File: src/logic/pwm_capture_pkg.sv
// Purpose: constants and types for the pulse width capture timer
// Assumes: 100 MHz core clock, byte-wide register port
// Notes:   one package shared by the top and its two helpers
`default_nettype none
package pwm_capture_pkg;
   localparam int unsigned CNT_W        = 16;
   localparam int unsigned ADDR_W       = 3;
   // register offsets
   localparam logic [2:0]  OFS_CTRL     = 3'h0;
   localparam logic [2:0]  OFS_CAPLO    = 3'h1;
   localparam logic [2:0]  OFS_CAPHI    = 3'h2;
   localparam logic [2:0]  OFS_STATUS   = 3'h3;
   localparam logic [2:0]  OFS_MASK     = 3'h4;
   localparam logic [2:0]  OFS_PRESC    = 3'h5;
   // control fields
   localparam int unsigned CTRL_START_LO = 4;
   localparam int unsigned CTRL_START_HI = 5;
   localparam int unsigned CTRL_MODE_BIT = 6;
   localparam logic [7:0]  CTRL_RESET    = 8'h00;
   localparam logic [7:0]  PRESC_RESET   = 8'h00;
   localparam logic [1:0]  STAT_RESET    = 2'h0;
   // status bits
   localparam int unsigned ST_WIDTH     = 0;
   localparam int unsigned ST_PERIOD    = 1;
   // noise filter timing, fc taken as the core clock
   localparam int unsigned CLK_MHZ      = 100;
   localparam int unsigned CORE_MHZ     = 100;
   localparam int unsigned NOISE_FC     = 7;
   localparam int unsigned DETECT_FC    = 13;
   // a level must hold longer than the noise window and is seen by the detect time
   localparam int unsigned FILT_CYC     = (((NOISE_FC + 1) * CLK_MHZ + CORE_MHZ - 1) / CORE_MHZ);
   localparam int unsigned FILT_W       = 4;
   localparam logic [CNT_W-1:0] HOLD_ONE = 16'h0001;

   typedef enum logic [1:0] {
      ST_IDLE  = 2'b00,
      ST_WAIT  = 2'b01,
      ST_COUNT = 2'b11
   } meas_state_t;
endpackage
`default_nettype wire

File: src/logic/capture_if.sv
// Purpose: edge, tick and prescale signals between the timer and its pin filter
// Assumes: one clock domain
// Notes:   modports split filter, divider and core views
`timescale 1ns/1ns
`default_nettype none
interface capture_if;
   import pwm_capture_pkg::*;
   logic             edgeRise;
   logic             edgeFall;
   logic             tick;
   logic [7:0]       prescale;
   modport filter (output edgeRise, output edgeFall);
   modport divider (input prescale, output tick);
   modport core (input edgeRise, input edgeFall, input tick, output prescale);
endinterface
`default_nettype wire

File: src/logic/pulse_width_capture_timer.sv
// Purpose: pulse width measurement mode of a 16-bit up-counting timer
// Assumes: byte register port, read data one cycle after the read strobe
// Notes:   capture held in capture_reg_file, pin conditioned in pin_filter
//
// The strobed register port and the register offsets were chosen for this implementation.
`timescale 1ns/1ns
`default_nettype none
module pulse_width_capture_timer
   import pwm_capture_pkg::*;
(
   input  wire logic                       clk,
   input  wire logic                       rst,
   input  wire logic                       clkEn,
   input  wire logic                       timerInputPin,
   input  wire logic [ADDR_W-1:0]          addr,
   input  wire logic [7:0]                 wrData,
   input  wire logic                       wrEn,
   input  wire logic                       rdEn,
   output logic      [7:0]                 rdData,
   output logic                            firstTimerInterrupt,
   output logic      [pwm_capture_pkg::CNT_W-1:0] counterValue
);
   import pwm_capture_pkg::*;

   ////////////////////////////////////////////////////////////////////////////
   // registers and helpers
   capture_if   cif ();
   logic [7:0]  firstTimerControl_reg;
   logic [7:0]  prescale_reg;
   logic [1:0]  status_reg;
   logic [1:0]  mask_reg;
   logic [CNT_W-1:0] count_reg;
   meas_state_t state_reg;
   logic        rdCap_reg;
   logic [ADDR_W-1:0] rdAddr_reg;
   logic [7:0]  capByte;
   logic        capLoad;
   logic        widthEvt;
   logic        periodEvt;
   logic        startEdge;
   logic        stopEdge;
   logic [1:0]  triggerStartSelect;
   logic        captureEdgeMode;
   logic        riseStart;
   logic        running;

   assign triggerStartSelect = firstTimerControl_reg[CTRL_START_HI:CTRL_START_LO];
   assign captureEdgeMode    = firstTimerControl_reg[CTRL_MODE_BIT];
   // 01: start on rising edge, 10: start on falling edge, 00/11: stopped
   assign running   = triggerStartSelect == 2'b01 || triggerStartSelect == 2'b10;
   assign riseStart = triggerStartSelect == 2'b01;
   assign startEdge = riseStart ? cif.edgeRise : cif.edgeFall;
   assign stopEdge  = riseStart ? cif.edgeFall : cif.edgeRise;
   assign cif.prescale = prescale_reg;

   pin_filter u_filter (
      .clk           (clk),
      .rst           (rst),
      .clkEn         (clkEn),
      .timerInputPin (timerInputPin),
      .fo            (cif.filter),
      .dv            (cif.divider)
   );

   ////////////////////////////////////////////////////////////////////////////
   // measurement state machine
   always_comb begin
      widthEvt  = 1'b0;
      periodEvt = 1'b0;
      if (clkEn && running) begin
         unique case (state_reg)
            ST_COUNT: begin
               widthEvt  = stopEdge;
               periodEvt = startEdge && captureEdgeMode;
            end
            ST_WAIT: begin
               periodEvt = startEdge && captureEdgeMode;
            end
            default: begin
               widthEvt  = 1'b0;
            end
         endcase
      end
   end
   assign capLoad = widthEvt || periodEvt;

   always_ff @(posedge clk) begin
      if (rst) begin
         state_reg <= ST_IDLE;
      end else if (clkEn) begin
         if (!running) begin
            state_reg <= ST_IDLE;
         end else begin
            unique case (state_reg)
               ST_IDLE: begin
                  if (startEdge) begin
                     state_reg <= ST_COUNT;
                  end
               end
               ST_COUNT: begin
                  if (widthEvt) begin
                     state_reg <= ST_WAIT;
                  end
               end
               ST_WAIT: begin
                  if (startEdge) begin
                     state_reg <= ST_COUNT;
                  end
               end
               default: begin
                  state_reg <= ST_IDLE;
               end
            endcase
         end
      end
   end

   // counter: idle at 0, counts on ticks, restarts at one on each period capture and, in width mode, on each width capture
   always_ff @(posedge clk) begin
      if (rst) begin
         count_reg <= '0;
      end else if (clkEn) begin
         if (!running) begin
            count_reg <= '0;
         end else if (widthEvt && !captureEdgeMode) begin
            count_reg <= HOLD_ONE;
         end else if (periodEvt) begin
            count_reg <= HOLD_ONE;
         end else if (state_reg == ST_COUNT && cif.tick) begin
            count_reg <= count_reg + 1'b1;
         end else if (state_reg == ST_WAIT && captureEdgeMode && cif.tick) begin
            count_reg <= count_reg + 1'b1;
         end
      end
   end
   assign counterValue = count_reg;

   capture_reg_file u_capture (
      .clk       (clk),
      .rst       (rst),
      .clkEn     (clkEn),
      .load      (capLoad),
      .loadValue (count_reg),
      .rdHigh    (addr == OFS_CAPHI),
      .rdByte    (capByte)
   );

   ////////////////////////////////////////////////////////////////////////////
   // register writes
   always_ff @(posedge clk) begin
      if (rst) begin
         firstTimerControl_reg <= CTRL_RESET;
         prescale_reg          <= PRESC_RESET;
         mask_reg              <= STAT_RESET;
      end else if (clkEn && wrEn) begin
         if (addr == OFS_CTRL) begin
            firstTimerControl_reg <= wrData;
         end
         if (addr == OFS_PRESC) begin
            prescale_reg <= wrData;
         end
         if (addr == OFS_MASK) begin
            mask_reg <= wrData[1:0];
         end
      end
   end

   // sticky events: set wins over write-one-to-clear
   always_ff @(posedge clk) begin
      if (rst) begin
         status_reg <= STAT_RESET;
      end else if (clkEn) begin
         status_reg <= (status_reg & ~((wrEn && addr == OFS_STATUS) ? wrData[1:0] : 2'b00))
                       | {periodEvt, widthEvt};
      end
   end
   assign firstTimerInterrupt = |(status_reg & mask_reg);

   ////////////////////////////////////////////////////////////////////////////
   // register reads: data in the cycle after the strobe only
   always_ff @(posedge clk) begin
      if (rst) begin
         rdCap_reg  <= 1'b0;
         rdAddr_reg <= '0;
      end else if (clkEn) begin
         rdCap_reg  <= rdEn;
         rdAddr_reg <= addr;
      end
   end

   always_comb begin
      rdData = 8'h00;
      if (rdCap_reg) begin
         unique case (rdAddr_reg)
            OFS_CTRL:   rdData = firstTimerControl_reg;
            OFS_CAPLO:  rdData = capByte;
            OFS_CAPHI:  rdData = capByte;
            OFS_STATUS: rdData = {6'h00, status_reg};
            OFS_MASK:   rdData = {6'h00, mask_reg};
            OFS_PRESC:  rdData = prescale_reg;
            default:    rdData = 8'h00;
         endcase
      end
   end
endmodule
`default_nettype wire

File: src/logic/pin_filter.sv
// Purpose: synchronise and filter the timer input pin, give clean edges
// Assumes: pin asynchronous to clk
// Notes:   also holds the source clock divider
`timescale 1ns/1ns
`default_nettype none
module pin_filter
   import pwm_capture_pkg::*;
(
   input  wire logic clk,
   input  wire logic rst,
   input  wire logic clkEn,
   input  wire logic timerInputPin,
   capture_if.filter fo,
   capture_if.divider dv
);
   logic             syncA_reg;
   logic             syncB_reg;
   logic             stable_reg;
   logic [FILT_W-1:0] filtCnt_reg;
   logic [7:0]       div_reg;

   always_ff @(posedge clk) begin
      if (rst) begin
         syncA_reg <= 1'b0;
         syncB_reg <= 1'b0;
      end else if (clkEn) begin
         syncA_reg <= timerInputPin;
         syncB_reg <= syncA_reg;
      end
   end

   // level must differ for FILT_CYC cycles before it is accepted
   always_ff @(posedge clk) begin
      if (rst) begin
         stable_reg  <= 1'b0;
         filtCnt_reg <= '0;
      end else if (clkEn) begin
         if (syncB_reg == stable_reg) begin
            filtCnt_reg <= '0;
         end else if (filtCnt_reg == FILT_W'(FILT_CYC - 1)) begin
            stable_reg  <= syncB_reg;
            filtCnt_reg <= '0;
         end else begin
            filtCnt_reg <= filtCnt_reg + 1'b1;
         end
      end
   end

   assign fo.edgeRise = clkEn && (syncB_reg != stable_reg) && syncB_reg
                        && (filtCnt_reg == FILT_W'(FILT_CYC - 1));
   assign fo.edgeFall = clkEn && (syncB_reg != stable_reg) && !syncB_reg
                        && (filtCnt_reg == FILT_W'(FILT_CYC - 1));

   // source clock tick: once every prescale+1 cycles
   always_ff @(posedge clk) begin
      if (rst) begin
         div_reg <= '0;
      end else if (clkEn) begin
         div_reg <= (div_reg >= dv.prescale) ? 8'h00 : div_reg + 8'h01;
      end
   end
   assign dv.tick = clkEn && (div_reg >= dv.prescale);
endmodule
`default_nettype wire

File: src/logic/capture_reg_file.sv
// Purpose: 16-bit capture holding register with byte read-out
// Assumes: load and read from the same clock
// Notes:   read data leave a register
`timescale 1ns/1ns
`default_nettype none
module capture_reg_file
   import pwm_capture_pkg::*;
(
   input  wire logic             clk,
   input  wire logic             rst,
   input  wire logic             clkEn,
   input  wire logic             load,
   input  wire logic [CNT_W-1:0] loadValue,
   input  wire logic             rdHigh,
   output logic      [7:0]       rdByte
);
   logic [CNT_W-1:0] cap_reg;

   always_ff @(posedge clk) begin
      if (rst) begin
         cap_reg <= '0;
      end else if (clkEn && load) begin
         cap_reg <= loadValue;
      end
   end

   always_ff @(posedge clk) begin
      if (rst) begin
         rdByte <= 8'h00;
      end else if (clkEn) begin
         rdByte <= rdHigh ? cap_reg[15:8] : cap_reg[7:0];
      end
   end
endmodule
`default_nettype wire

File: config.mk
export PLATFORM = sky130hd
export DESIGN_NAME = pulse_width_capture_timer
export DESIGN_NICKNAME = d
export VERILOG_FILES = /design/src/logic/pwm_capture_pkg.sv /design/src/logic/capture_if.sv /design/src/logic/pulse_width_capture_timer.sv /design/src/logic/pin_filter.sv /design/src/logic/capture_reg_file.sv
export SDC_FILE = /design/constraint.sdc
export NUM_CORES = 1
export LEC_CHECK = 0
export BUFFER_PORTS_ARGS = -buffer_cell sky130_fd_sc_hd__buf_2
export CAP_MARGIN = 20
export CORE_MARGIN = 2
export CORE_UTILIZATION = 30
export CTS_CLUSTER_SIZE = 24
export DETAILED_ROUTE_END_ITERATION = 12
export PLACE_DENSITY_LB_ADDON = 0.25
export SLEW_MARGIN = 40
export SYNTH_ARGS = -nofsm -noshare
export SYNTH_HDL_FRONTEND = slang
export SYNTH_HIERARCHICAL = 1
export SYNTH_SLANG_ARGS = --single-unit
File: constraint.sdc
create_clock -name clk -period 3.6 [get_ports clk]
set_input_delay 0.54 -clock clk [delete_from_list [all_inputs] [get_ports clk]]
set_output_delay 0.54 -clock clk [all_outputs]
set_load 0.1 [all_outputs]
# --- After elaboration in Yosys (flattened, before gate mapping) ---
# Index checks and enable logic that the tools add are counted.
classes:
  add_sub_neg: 3
  n_lt_le_gt_ge: 1
  n_eq_ne: 19
  muxes: 22
  n_bitwise: 5
  n_reduce_logical: 32
ops:
  columns: ["operator", "count"]
  rows:
  - ["16-bit 2-to-1 mux", 5]
  - ["8-bit case mux with 5 select lines", 1]
  - ["8-bit 2-to-1 mux", 3]
  - ["16-bit by 1-bit adder with 16-bit output, second input constant", 1]
  - ["1-bit logical AND", 15]
  - ["3-bit by 2-bit equality test with 1-bit output, second input constant", 4]
  - ["3-bit equality test, second input constant", 4]
  - ["8-bit by 1-bit adder with 8-bit output, second input constant", 1]
  - ["8-bit >= comparator", 1]
  - ["2-bit 2-to-1 mux", 4]
  - ["4-bit 2-to-1 mux", 2]
  - ["2-bit AND reduction", 4]
  - ["2-bit OR reduction", 4]
  - ["3-bit logical NOT", 2]
  - ["1-bit 2-to-1 mux", 6]
  - ["3-bit inequality test, second input constant", 2]
  - ["3-bit AND reduction", 2]
  - ["5-bit by 2-bit inequality test with 1-bit output, second input constant", 1]
  - ["4-bit by 1-bit adder with 4-bit output, second input constant", 1]
  - ["2-bit AND", 2]
  - ["2-bit by 1-bit equality test with 1-bit output, second input constant", 2]
  - ["2-bit equality test, second input constant", 2]
  - ["4-bit by 3-bit equality test with 1-bit output, second input constant", 1]
  - ["2-bit case mux with 2 select lines", 1]
  - ["9 further kinds", 11]
totals:
  ff_bits: 81
  inputBits: 17
  out_inout_bits: 25
  wordCells: 97

# --- Depth between registers and ports, before layout ---
# Gate-level depths: netlist (run 1).
depth:
  word_depth: 11
  ltp_mapped: 10
  mapped_depth_nobuf: 10

# --- Hierarchy ---
# Netlist (run 1), hierarchy kept.
modules_own_cells:
  columns: ["module", "instances", "cells_each", "area_per_inst_um2", "seq_area_each_um2"]
  rows:
  - ["pulse_width_capture_timer", 1, 278, 2297.2, 840.8]
  - ["capture_reg_file", 1, 107, 1096.1, 480.5]
  - ["pin_filter", 1, 97, 885.8, 300.3]

# --- Worst setup path before layout (run 1) ---
# No wires, ideal clock.
synth_path:
  path_type: "register to register"
  start: "register prescale_reg[7] (netlist: cif.prescale[7])"
  end: "register count_reg[5] (netlist: counterValue[5])"
  setup_ns: 0.060
  arrival_time_ns: 2.430
  required_ns: 3.540
  slack_ns: 1.110
  path_stages_with_launch: 11
  n_path_buf: 0
  synth_period_minus_slack_ns: 2.490
  path_cell_list: "dfxtp_1 -> inv_1 -> ha_1 -> and3_1 -> o2111ai_1 -> o22ai_2 -> o211a_1 -> nand2_1 -> or4_4 -> nor3_1 -> a211o_2"
synth_via:
  elab_chain_len: 7
  word_cells_on_any_way: 10
  classes_between: "order compare: 1; eq/ne: 1; mux: 4; reduce/logical: 4"
synth_rtl:
  columns: ["item", "line_no", "source"]
  rows:
  - ["from (decl)", "pulse_width_capture_timer.sv:29", "logic [7:0] prescale_reg;"]
  - ["from (signal assigned)", "pulse_width_capture_timer.sv:160", "prescale_reg <= wrData;"]
  - ["8-bit >= comparator (*)", "pin_filter.sv:62", "assign dv.tick = clkEn && (div_reg >= dv.prescale);"]
  - ["1-bit logical AND (*)", "pin_filter.sv:62", null]
  - ["net cif.tick", "capture_if.sv:10", "logic tick;"]
  - ["1-bit logical AND", "pulse_width_capture_timer.sv:129", "end else if (state_reg == ST_COUNT && cif.tick) begin"]
  - ["16-bit 2-to-1 mux", "pulse_width_capture_timer.sv:129", null]
  - ["16-bit 2-to-1 mux", "pulse_width_capture_timer.sv:127", "end else if (periodEvt) begin"]
  - ["16-bit 2-to-1 mux", "pulse_width_capture_timer.sv:125", "end else if (widthEvt && !captureEdgeMode) begin"]
  - ["16-bit 2-to-1 mux", "pulse_width_capture_timer.sv:123", "if (!running) begin"]
  - ["to (signal assigned)", "pulse_width_capture_timer.sv:130", "count_reg <= count_reg + 1'b1;"]
  - ["to (signal assigned)", "pulse_width_capture_timer.sv:132", "count_reg <= count_reg + 1'b1;"]
  - ["to (decl)", "pulse_width_capture_timer.sv:32", "logic [CNT_W-1:0] count_reg;"]
# The timed path passes the listed nets; every way through them passes the cells marked *.
# A chain may end at the register's enable or synchronous reset.

# --- Worst setup path in the final report (run 1) ---
layout_path:
  start: "register prescale_reg[7] (netlist: cif.prescale[7])"
  end: "register count_reg[9] (netlist: counterValue[9])"
# Same word-level chain as after synthesis.

==> qor.txt, run 1 <==
crit-path max cell delay - 0.51 ns
final hold violations - 0
CP arrival - 3.19 ns
Yosys warning count - 6
Initial Utilization - 0.308
CTS tree - done
PortBufs - 41
switching power total - 462 µW
first-pass GRT wire length - 17300 µm
Clock power frac - 0.473
Least-Margin Pin Slew - 0.767 ns
antenna violation net count after detailed routing - 0
initial antenna violation count - 0
slew margin rel. - 0.488
clk slew on worst S/H paths - 0.06 ns
FP Rows - 43
Lkg Pwr - 0.00184 µW
clk_skew - 0.00704 ns
WL final - 10500 µm
CTS Buf Count - 9
crit-path max FO - 9
Max Slew Vio Count - 0
crit start category - register
CTS Sinks - 81
area of placed instances - 4610 µm²
fmax - 345 MHz
hold slack final - 0.454 ns
number of global-route vias before repair - 3344
H-tree depth - 3
Vias - 3531
VDD IR-drop max - 0.223 mV
Seq cells post-synth - 81
cts hold-fix bufs - 0
number of synthesized flops with an enable pin - 0
Pint - 1520 µW
largest net degree at the start of global routing - 52
CP max stage cell - or4_4
Initial DRC Count - 268
Core Box Area - 13900 µm²
Die ar. - 15200 µm²
die width - 123 µm
RSZ-0062 raised after global routing - false
proportion of layout cells with a drive suffix above 1 - 0.174
WL/cell - 14.9 µm
Bufs on Longest Clock Path - 2
post-detail-place hpwl - 7470 µm
latest clock arrival within the worst-skew pair - 0.33 ns
Power Total - 1990 µW
Die H - 123 µm
I/O pins - 42
total congestion overflow - 0
ys flop type - dfxtp_1
CTS resizes - 0
RD Place Congestion - 0.770
Worst Hold Path Cells - 3
TritonRoute pass-1 iters - 4
sw frac - 0.233
fin crit period - 2.90 ns
Setup Viol. Count Final - 0
nature of the critical path endpoint - register
Distinct cells, synth - 66
worst reg2reg path depth - 10
design area - 4910 µm²
Seq pwr share - 0.466
asr flop ratio synth - 0
drt drc - 0
Layout area overhead - 14.8%
Vias per Instance - 5.03
cells along the critical path - inv_1, ha_1, and3_1, o2111ai_1, o22ai_2, o211a_1, nand2_1, or4_4, nor3_1, a211o_2
post-synthesis sequential area ratio - 0.379
Comb pwr share - 0.061
# diodes - 0
filler instances - 1443
Min-Delay Path Class - input port to register
PwrDens - 404 nW/µm²
syn_area_per_cell - 8.88 µm²
CP Data Required Time - 3.89 ns
Syn Inst Count - 482
Max Cap Violations - 0
final worst path period share - 0.806
final net count - 546
Worst Setup Path Type - register to register
clock root cell - clkbuf_16
GRT Overall Usage - 0.144
setup TNS - 0 ns
post-synthesis cell area - 4280 µm²
syn nets - 511
outcome - finished, final reports clean
setup repair bufs after CTS - 0
[routing by layer]
layer  GRT usage  routed length, µm  vias to the layer above
met3      0.0175                338                       12
met5           0                  0                        -
met1       0.207               5280                     1655
li1            -                  -                     1809
met2       0.218               4640                       55
met4      0.0597                210                        0
[cells in the mapped netlist, types with 6 or more instances]
| master | number | area [µm²] |
|---|---|---|
| dfxtp_1 | 81 | 1620 |
| nor2_1 | 48 | 180 |
| nand2_1 | 40 | 150 |
| mux2i_1 | 34 | 340 |
| a21oi_1 | 33 | 165 |
| nand3_1 | 25 | 125 |
| a21bo_1 | 16 | 160 |
| nor3_1 | 16 | 80.1 |
| inv_1 | 14 | 52.6 |
| ha_1 | 12 | 150 |
| o21ai_0 | 12 | 60.1 |
| and2_1 | 9 | 56.3 |
| clkbuf_1 | 9 | 33.8 |
| a22oi_1 | 8 | 60.1 |
| or3_1 | 8 | 50.1 |
| and3_1 | 7 | 43.8 |
| nand2b_1 | 7 | 43.8 |
| nand4_1 | 7 | 43.8 |
| o22ai_1 | 7 | 43.8 |
| xnor2_1 | 6 | 52.6 |
[critical path: cells and delay by family (launching register included)]
family | cells | cell delay [ns]
simple gates | 4 | 1.12
compound gates | 4 | 1.02
flops | 1 | 0.35
fa+ha+maj | 1 | 0.30
buf+inv | 1 | 0.05
[through the flow]
stage / util / worst slack (ns) / cells
floorplan: - / 1.11 / 482
CTS: 0.354 / 0.697 / 702
global route: 0.354 / 0.515 / 702
finish: 0.354 / 0.698 / 702
global placement: 0.332 / 0.782 / 686
detailed placement: 0.332 / 0.723 / 686
[area by class of cell]
type | count | area (µm²) | share of cell area
Clock buffer | 11 | 253 | 0.0514
Clock inverter | 5 | 53.8 | 0.0109
Inverter | 15 | 56.3 | 0.0115
Multi-Input combinational cell | 363 | 2450 | 0.499
Sequential cell | 81 | 1620 | 0.330
Tap cell | 180 | 225 | 0.0458
Timing Repair Buffer | 47 | 250 | 0.0509
[placed cells by master (no fill, tap or decap), drive strengths merged, types with 9 or more instances in the layout]
master	n
and2	9
a211oi	9
a21oi	33
buf	47
clkbuf	11
nor3	18
nor2	49
dfxtp	81
o21ai	13
a21bo	16
mux2i	34
inv	15
ha	12
nand2	40
nand3	25
[power groups by stage]
stage | combinational [µW] | clock [µW] | sequential (µW)
after floorplan | 94.8 | 0 | 935
after global placement | 121 | 0 | 944
after detailed placement | 122 | 0 | 945
after CTS | 123 | 967 | 925
after global routing | 136 | 998 | 927
final | 122 | 938 | 925
[final timing paths]
| path | start | to | slack, ns |
|---|---|---|---|
| hold reg to reg | u_filter/filtCnt_reg[3]$_SDFFE_PP0P_ | u_filter/filtCnt_reg[3]$_SDFFE_PP0P_ | 0.47 |
| setup / recovery | cif.prescale[7]$_SDFFE_PP0P_ | counterValue[9]$_SDFFE_PP0P_ | 0.70 |
| setup reg to reg | cif.prescale[7]$_SDFFE_PP0P_ | counterValue[9]$_SDFFE_PP0P_ | 0.70 |
| hold / removal | timerInputPin | u_filter/syncA_reg$_SDFFE_PP0P_ | 0.45 |
[cell families after synthesis]
family	count (synthesis)	share of synthesized area
AND/OR/NAND/NOR	188	0.222
AO/OA/AOI/OAI	114	0.203
flip-flops	81	0.379
buffers and inverters	38	0.0477
multiplexers	38	0.0909
adder cells (fa/ha/maj)	12	0.0351
XOR/XNOR	11	0.0225
No activity file was read; power rests on OpenSTA's default activity.
==> inputs of run 2 (changes only) <==
--- a/config.mk
+++ b/config.mk
@@ -5,6 +5,7 @@
 export SDC_FILE = /design/constraint.sdc
 export NUM_CORES = 1
 export LEC_CHECK = 0
+export ABC_AREA = 1
 export BUFFER_PORTS_ARGS = -buffer_cell sky130_fd_sc_hd__buf_2
 export CAP_MARGIN = 20
 export CORE_MARGIN = 2
==> constraint.sdc (replaced) <==
create_clock -name clk -period 2.4 [get_ports clk]
set_input_delay 0.36 -clock clk [delete_from_list [all_inputs] [get_ports clk]]
set_output_delay 0.36 -clock clk [all_outputs]
set_load 0.1 [all_outputs]
==> qor.txt, run 2 <==
final net count - 705 (+29%)
WL/cell - 13.1 µm (-12%)
die width - 124 µm (+0.59%)
syn nets - 661 (+29%)
Distinct cells, synth - 37 (-44%)
CTS tree - done
nature of the critical path endpoint - output port
I/O pins - 42 (unchanged)
Setup Viol. Count Final - 0 (unchanged)
post-synthesis cell area - 4330 µm² (+1.2%)
setup repair bufs after CTS - 0 (unchanged)
FP Rows - 43 (unchanged)
Min-Delay Path Class - input port to register
total congestion overflow - 0 (unchanged)
crit-path max FO - 8 (-1)
most common cell after layout, fill and taps aside - nand2_1
Max Cap Violations - 0 (unchanged)
final worst path period share - 0.895
fmax - 466 MHz
Vias per Instance - 4.71 (-6.3%)
post-detail-place hpwl - 8250 µm (+11%)
Core Box Area - 14000 µm² (+0.78%)
Initial DRC Count - 192 (-28%)
Least-Margin Pin Slew - 0.738 ns (-0.0298 ns)
# diodes - 0 (unchanged)
CTS Buf Count - 9 (unchanged)
initial antenna violation count - 0 (unchanged)
syn_area_per_cell - 6.85 µm² (-23%)
most frequent cells in the layout - 134 x nand2_1, 104 x nor2_1, 81 x dfxtp_1
Bufs on Longest Clock Path - 2 (unchanged)
Commonest cells post-synth - 134 x nand2_1, 112 x nor2_1, 81 x dfxtp_1, 76 x inv_1, 57 x nand3_1
post-layout util - 0.370 (+0.0156)
WL final - 11300 µm (+7.5%)
clk_skew - 0.0114 ns (+0.00441 ns)
crit-path max cell delay - 0.34 ns (-0.17 ns)
VDD IR-drop max - 0.335 mV (+50%)
Worst Setup Path Type - register to output port
final hold violations - 0 (unchanged)
Seq cells post-synth - 81 (unchanged)
CTS Sinks - 81 (unchanged)
post-synthesis sequential area ratio - 0.374 (-0.00460)
number of synthesized flops with an enable pin - 0 (unchanged)
clk slew on worst S/H paths - 0.07 ns (about the same)
register area - 1620 µm² (unchanged)
Die H - 124 µm (+0.59%)
PortBufs - 41 (unchanged)
fin crit period - 2.15 ns
filler instances - 1505 (+4.3%)
RSZ-0062 raised after global routing - false
RD Place Congestion - 0.869 (+13%)
Lkg Pwr - 0.00218 µW (+19%)
Initial Utilization - 0.310 (+0.00139)
CP arrival - 1.79 ns (-1.40 ns)
setup TNS - 0 ns (unchanged)
Top delay family on crit path - simple AND/OR/NAND/NOR gates
Max Slew Vio Count - 0 (unchanged)
first-pass GRT wire length - 18900 µm (+9.3%)
Yosys top cell area share - 0.374 (-0.00460)
asr flop ratio synth - 0 (unchanged)
Vias - 4058 (+15%)
Yosys warning count - 6 (unchanged)
number of global-route vias before repair - 3853 (+15%)
CP dominant cell by count - nor2_1
top-count cell post-synth - nand2_1
cts hold-fix bufs - 0 (unchanged)
GRT Overall Usage - 0.157 (+0.0130)
main area contributors after synthesis - dfxtp_1 37%, nand2_1 12%, nor2_1 9.7%
clock root cell - clkbuf_16
H-tree depth - 3 (unchanged)
drt drc - 0 (unchanged)
CP Data Required Time - 2.04 ns (-1.85 ns)
Layout area overhead - 19.4%
Die ar. - 15400 µm² (+1.2%)
cells along the critical path - nor2_1, inv_1, nand3_1, nor2_1, a221oi_1, nor2_2, buf_12
TritonRoute pass-1 iters - 4 (unchanged)
hold slack final - 0.242 ns (-0.212 ns)
CP max stage cell - dfxtp_1
slew margin rel. - 0.508 (+0.0200)
crit start category - register
PwrDens - 612 nW/µm² (+51%)
latest clock arrival within the worst-skew pair - 0.34 ns (about the same)
Syn Inst Count - 632 (+31%)
largest net degree at the start of global routing - 49 (-5.8%)
proportion of layout cells with a drive suffix above 1 - 0.156 (-0.0187)
ys flop type - dfxtp_1
area of the multi-input gates - 2270 µm² (-7.6%)
outcome - finished, final reports clean
CP bufs+invs - 2 (+1)
antenna violation net count after detailed routing - 0 (unchanged)
most area-hungry cell type in the Yosys netlist - dfxtp_1
run 2: cell count changes after synthesis, moves of 8 or more:
cell and change:
nand2_1 +94, nor2_1 +64, inv_1 +62, mux2i_1 -33
nand3_1 +32, o21ai_0 +18, a21bo_1 -16, and2_1 -9
nor3_1 -9, a22oi_1 -8, or3_1 -8
run 2: where the power goes:
| group | total (µW) | switching, µW | internal, µW |
|---|---|---|---|
| sequential | 1390 | 19.7 | 1370 |
| combinational | 272 | 186 | 85.5 |
| clock | 1500 | 585 | 920 |
| total | 3160 | 790 | 2370 |
run 2: path summary, 6_finish.rpt:
check	cells past startpoint	to	start	slack, ns
max	7	rdData[7]	rdAddr_reg[0]$_SDFFE_PP0P_	0.25
min	3	u_filter/syncA_reg$_SDFFE_PP0P_	timerInputPin	0.24
max reg2reg	13	counterValue[8]$_SDFFE_PP0P_	u_filter/filtCnt_reg[0]$_SDFFE_PP0P_	0.30
min reg2reg	2	u_capture/cap_reg[12]$_SDFFE_PP0P_	u_capture/cap_reg[12]$_SDFFE_PP0P_	0.46
run 2: what timing repair did:
item | 4_1_cts | 5_1_grt
endpoints found under the hold margin | 0 | 0
gates resized for setup | 0 | 2
setup endpoints to repair | 0 | 8
run 2: kinds of logic after synthesis:
family / Yosys count / synth area share
AOI/OAI and AO/OA: 90 / 0.122
xor gates and xnor gates: 8 / 0.0162
adders and majority gates: 12 / 0.0347
buffers and inverters: 102 / 0.107
DFF: 81 / 0.374
muxes: 1 / 0.00231
and+or+nand+nor: 338 / 0.344
run 2: per-layer routing:
| layer | track usage | share of wire | vias up |
|---|---|---|---|
| met3 | 0.0403 | 0.053 | 11 |
| met2 | 0.264 | 0.46 | 92 |
| met1 | 0.202 | 0.47 | 1841 |
| li1 | - | - | 2114 |
| met4 | 0.0358 | 0.0097 | 0 |
| met5 | 0 | 0 | - |
run 2: area by class of cell:
cell class,instances,share of cell area
Tap cell,180,0.0436
Multi-Input combinational cell,449,0.438
Timing Repair Buffer,53,0.0818
Clock inverter,7,0.0196
Clock buffer,9,0.0436
Inverter,82,0.0595
Sequential cell,81,0.314
run 2: stage by stage:
stage | worst slack (ns) | instances | instance area (µm²) | total power, µW
3_5_place_dp | 0.261 | 845 | 4840 | 1690
4_1_cts | 0.210 | 861 | 5160 | 3200
3_3_place_gp | 0.320 | 845 | 4840 | 1690
5_1_grt | 0.0319 | 861 | 5170 | 3300
6_report | 0.253 | 861 | 5170 | 3160
2_1_floorplan | 0.111 | 632 | 4350 | 1610
run 2: worst register-to-register path: stages, from the launching register on:
cell,delay (ns)
dfxtp_1,0.38
ha_1,0.21
nand3_2,0.10
nand3b_1,0.22
nor2_1,0.15
nand2_1,0.06
nand2_1,0.13
nand3b_4,0.13
nand3_4,0.13
buf_6,0.20
nand3_1,0.09
nand2_1,0.08
nand2_1,0.05
nor2_1,0.10
==> inputs of run 3 (changes only) <==
--- a/config.mk
+++ b/config.mk
@@ -6,12 +6,12 @@
 export NUM_CORES = 1
 export LEC_CHECK = 0
 export ABC_AREA = 1
-export BUFFER_PORTS_ARGS = -buffer_cell sky130_fd_sc_hd__buf_2
 export CAP_MARGIN = 20
 export CORE_MARGIN = 2
 export CORE_UTILIZATION = 30
 export CTS_CLUSTER_SIZE = 24
 export DETAILED_ROUTE_END_ITERATION = 12
+export DONT_BUFFER_PORTS = 1
 export PLACE_DENSITY_LB_ADDON = 0.25
 export SLEW_MARGIN = 40
 export SYNTH_ARGS = -nofsm -noshare
==> qor.txt, run 3 (synthesis gave the netlist of run 2 again) <==
hold slack final - 0.0853 ns (-0.157 ns)
H-tree depth - 3 (unchanged)
Hold EP - u_filter/filtCnt_reg[1]$_SDFFE_PP0P_
area of the multi-input gates - 2280 µm² (+0.83%)
Core Box Area - 14000 µm² (unchanged)
proportion of layout cells with a drive suffix above 1 - 0.129 (-0.0267)
initial antenna violation count - 0 (unchanged)
register area - 1620 µm² (unchanged)
dpl cells - 822 (-2.7%)
nature of the critical path endpoint - output port
Initial DRC Count - 334 (+74%)
# diodes - 0 (unchanged)
Worst Hold Path Cells - 1 (-2)
Die ar. - 15400 µm² (unchanged)
Least-Margin Pin Slew - 0.585 ns (-0.153 ns)
crit-path max FO - 8 (unchanged)
latest clock arrival within the worst-skew pair - 0.34 ns (about the same)
switching power total - 721 µW (-8.8%)
Pint - 2270 µW (-4.4%)
TritonRoute pass-1 iters - 5 (+1)
CTS Sinks - 81 (unchanged)
setup TNS - 0 ns (unchanged)
CP dominant cell by count - nor2_1
Worst Setup Path Type - register to output port
die width - 124 µm (unchanged)
Min-Delay Path Class - input port to register
worst flop-to-flop path startpoint - u_filter/filtCnt_reg[0]$_SDFFE_PP0P_
PortBufs - 0 (-100%)
sw frac - 0.241 (-0.00857)
worst reg2reg endpoint - u_capture/cap_reg[0]$_SDFFE_PP0P_
Clock power frac - 0.464 (-0.012)
most frequent cells in the layout - 134 x nand2_1, 103 x nor2_1, 81 x dfxtp_1
fin crit period - 2.24 ns (+0.0966 ns)
crit start category - register
filler instances - 1493 (-0.80%)
antenna violation net count after detailed routing - 0 (unchanged)
total congestion overflow - 0 (unchanged)
setup repair bufs after CTS - 0 (unchanged)
WL/cell - 13.6 µm (+3.9%)
hold_sp - rst
final worst path period share - 0.935 (+0.0403)
clk slew on worst S/H paths - 0.06 ns (about the same)
CP Data Required Time - 2.04 ns (about the same)
PwrDens - 591 nW/µm² (-3.5%)
final net count - 683 (-3.1%)
Top delay family on crit path - simple AND/OR/NAND/NOR gates
Max Slew Vio Count - 0 (unchanged)
CTS tree - done
CP arrival - 1.88 ns (+0.09 ns)
Initial Utilization - 0.310 (unchanged)
I/O pins - 42 (unchanged)
fmax - 446 MHz (-4.3%)
Comb pwr share - 0.072 (-0.014)
clock root cell - clkbuf_16
area of placed instances - 4750 µm² (-1.7%)
Vias - 4029 (-0.71%)
Max Cap Violations - 0 (unchanged)
Setup Viol. Count Final - 0 (unchanged)
drt drc - 0 (unchanged)
CP bufs+invs - 2 (unchanged)
final hold violations - 0 (unchanged)
Finished Layout Cells - 839 (-2.6%)
CP max stage cell - a221oi_1
outcome - finished, final reports clean
clk_skew - 0.00714 ns (-0.00431 ns)
Die H - 124 µm (unchanged)
number of global-route vias before repair - 3777 (-2.0%)
Vias per Instance - 4.80 (+1.9%)
worst reg2reg path depth - 12 (-1)
Seq pwr share - 0.464 (+0.025)
design area - 5060 µm² (-2.1%)
Lkg Pwr - 0.00207 µW (-5.0%)
cts hold-fix bufs - 0 (unchanged)
CTS Buf Count - 9 (unchanged)
largest net degree at the start of global routing - 75 (+53%)
GRT Overall Usage - 0.155 (-0.00209)
cells along the critical path - nor2_1, inv_1, nand3_1, nor2_1, a221oi_1, nor2_2, buf_12
Power Total - 2990 µW (-5.5%)
Layout area overhead - 16.9%
RD Place Congestion - 0.871 (+0.29%)
first-pass GRT wire length - 18600 µm (-1.8%)
flop2flop setup slack - 0.28 ns (-0.02 ns)
post-detail-place hpwl - 8250 µm (-0.10%)
crit-path max cell delay - 0.36 ns (+0.02 ns)
WL final - 11400 µm (+1.3%)
most common cell after layout, fill and taps aside - nand2_1
Bufs on Longest Clock Path - 2 (unchanged)
VDD IR-drop max - 0.306 mV (-8.7%)
slew margin rel. - 0.610 (+0.102)
FP Rows - 43 (unchanged)
==> run 3: changes by cell type in the layout (fill, tap and decap cells not counted), moves of 2 or more <==
| cell | delta |
|---|---|
| clkinv_2 | +2 |
| buf_6 | -2 |
| buf_2 | -33 |
| buf_4 | +12 |
| inv_6 | -2 |
==> run 3: area by class of cell <==
cell class | instances | area share
clock buffer | 11 | 0.0479
clock inverter | 5 | 0.0109
inverter | 82 | 0.0608
multi-input combinational | 450 | 0.451
sequential | 81 | 0.320
tap | 180 | 0.0445
timing repair buffer | 30 | 0.0643
==> run 3: layer usage <==
metal	track usage	part of all wire	up-vias
met5	0	0	-
met1	0.199	0.46	1858
met2	0.247	0.46	80
met4	0.0485	0.013	0
li1	-	-	2076
met3	0.0517	0.068	15
==> run 3: stage by stage <==
stage / util / setup slack [ns]
CTS: 0.361 / 0.0453
global placement: 0.340 / 0.273
global route: 0.362 / -0.00105
floorplan: - / 0.111
detailed placement: 0.340 / 0.250
finish: 0.362 / 0.156
==> run 3: power by group through the flow <==
stage                     clock [µW]  sequential, µW  combinational, µW
final                           1390            1390                215
after global routing            1460            1390                242
after CTS                       1420            1390                214
after detailed placement           0            1420                213
after global placement             0            1420                212
after floorplan                    0            1420                188
==> run 3: timing repair <==
item                                    in CTS  in global routing
hold endpoints to repair                     0                  0
endpoints found under the setup margin       0                  7
gates resized for setup                      0                  1
==> run 3: worst max-delay path by stage <==
stage | end | start | cells past startpoint
2_1_floorplan | rdData[0] | rdAddr_reg[0]$_SDFFE_PP0P_ | 6
3_3_place_gp | counterValue[1]$_SDFFE_PP0P_ | cif.prescale[7]$_SDFFE_PP0P_ | 13
3_5_place_dp | counterValue[0]$_SDFFE_PP0P_ | cif.prescale[7]$_SDFFE_PP0P_ | 12
4_1_cts | rdData[3] | rdAddr_reg[1]$_SDFFE_PP0P_ | 6
5_1_grt | counterValue[1]$_SDFFE_PP0P_ | cif.prescale[5]$_SDFFE_PP0P_ | 15
6_report | rdData[3] | rdAddr_reg[1]$_SDFFE_PP0P_ | 7
==> run 3: worst register-to-register path, delay by kind of cell (launching register included) <==
family                     cells  cell delay [ns]
AOI/OAI and AO/OA              1             0.06
adders and majority gates      1             0.22
buffers and inverters          1             0.24
DFF                            1             0.37
and+or+nand+nor                9             1.13
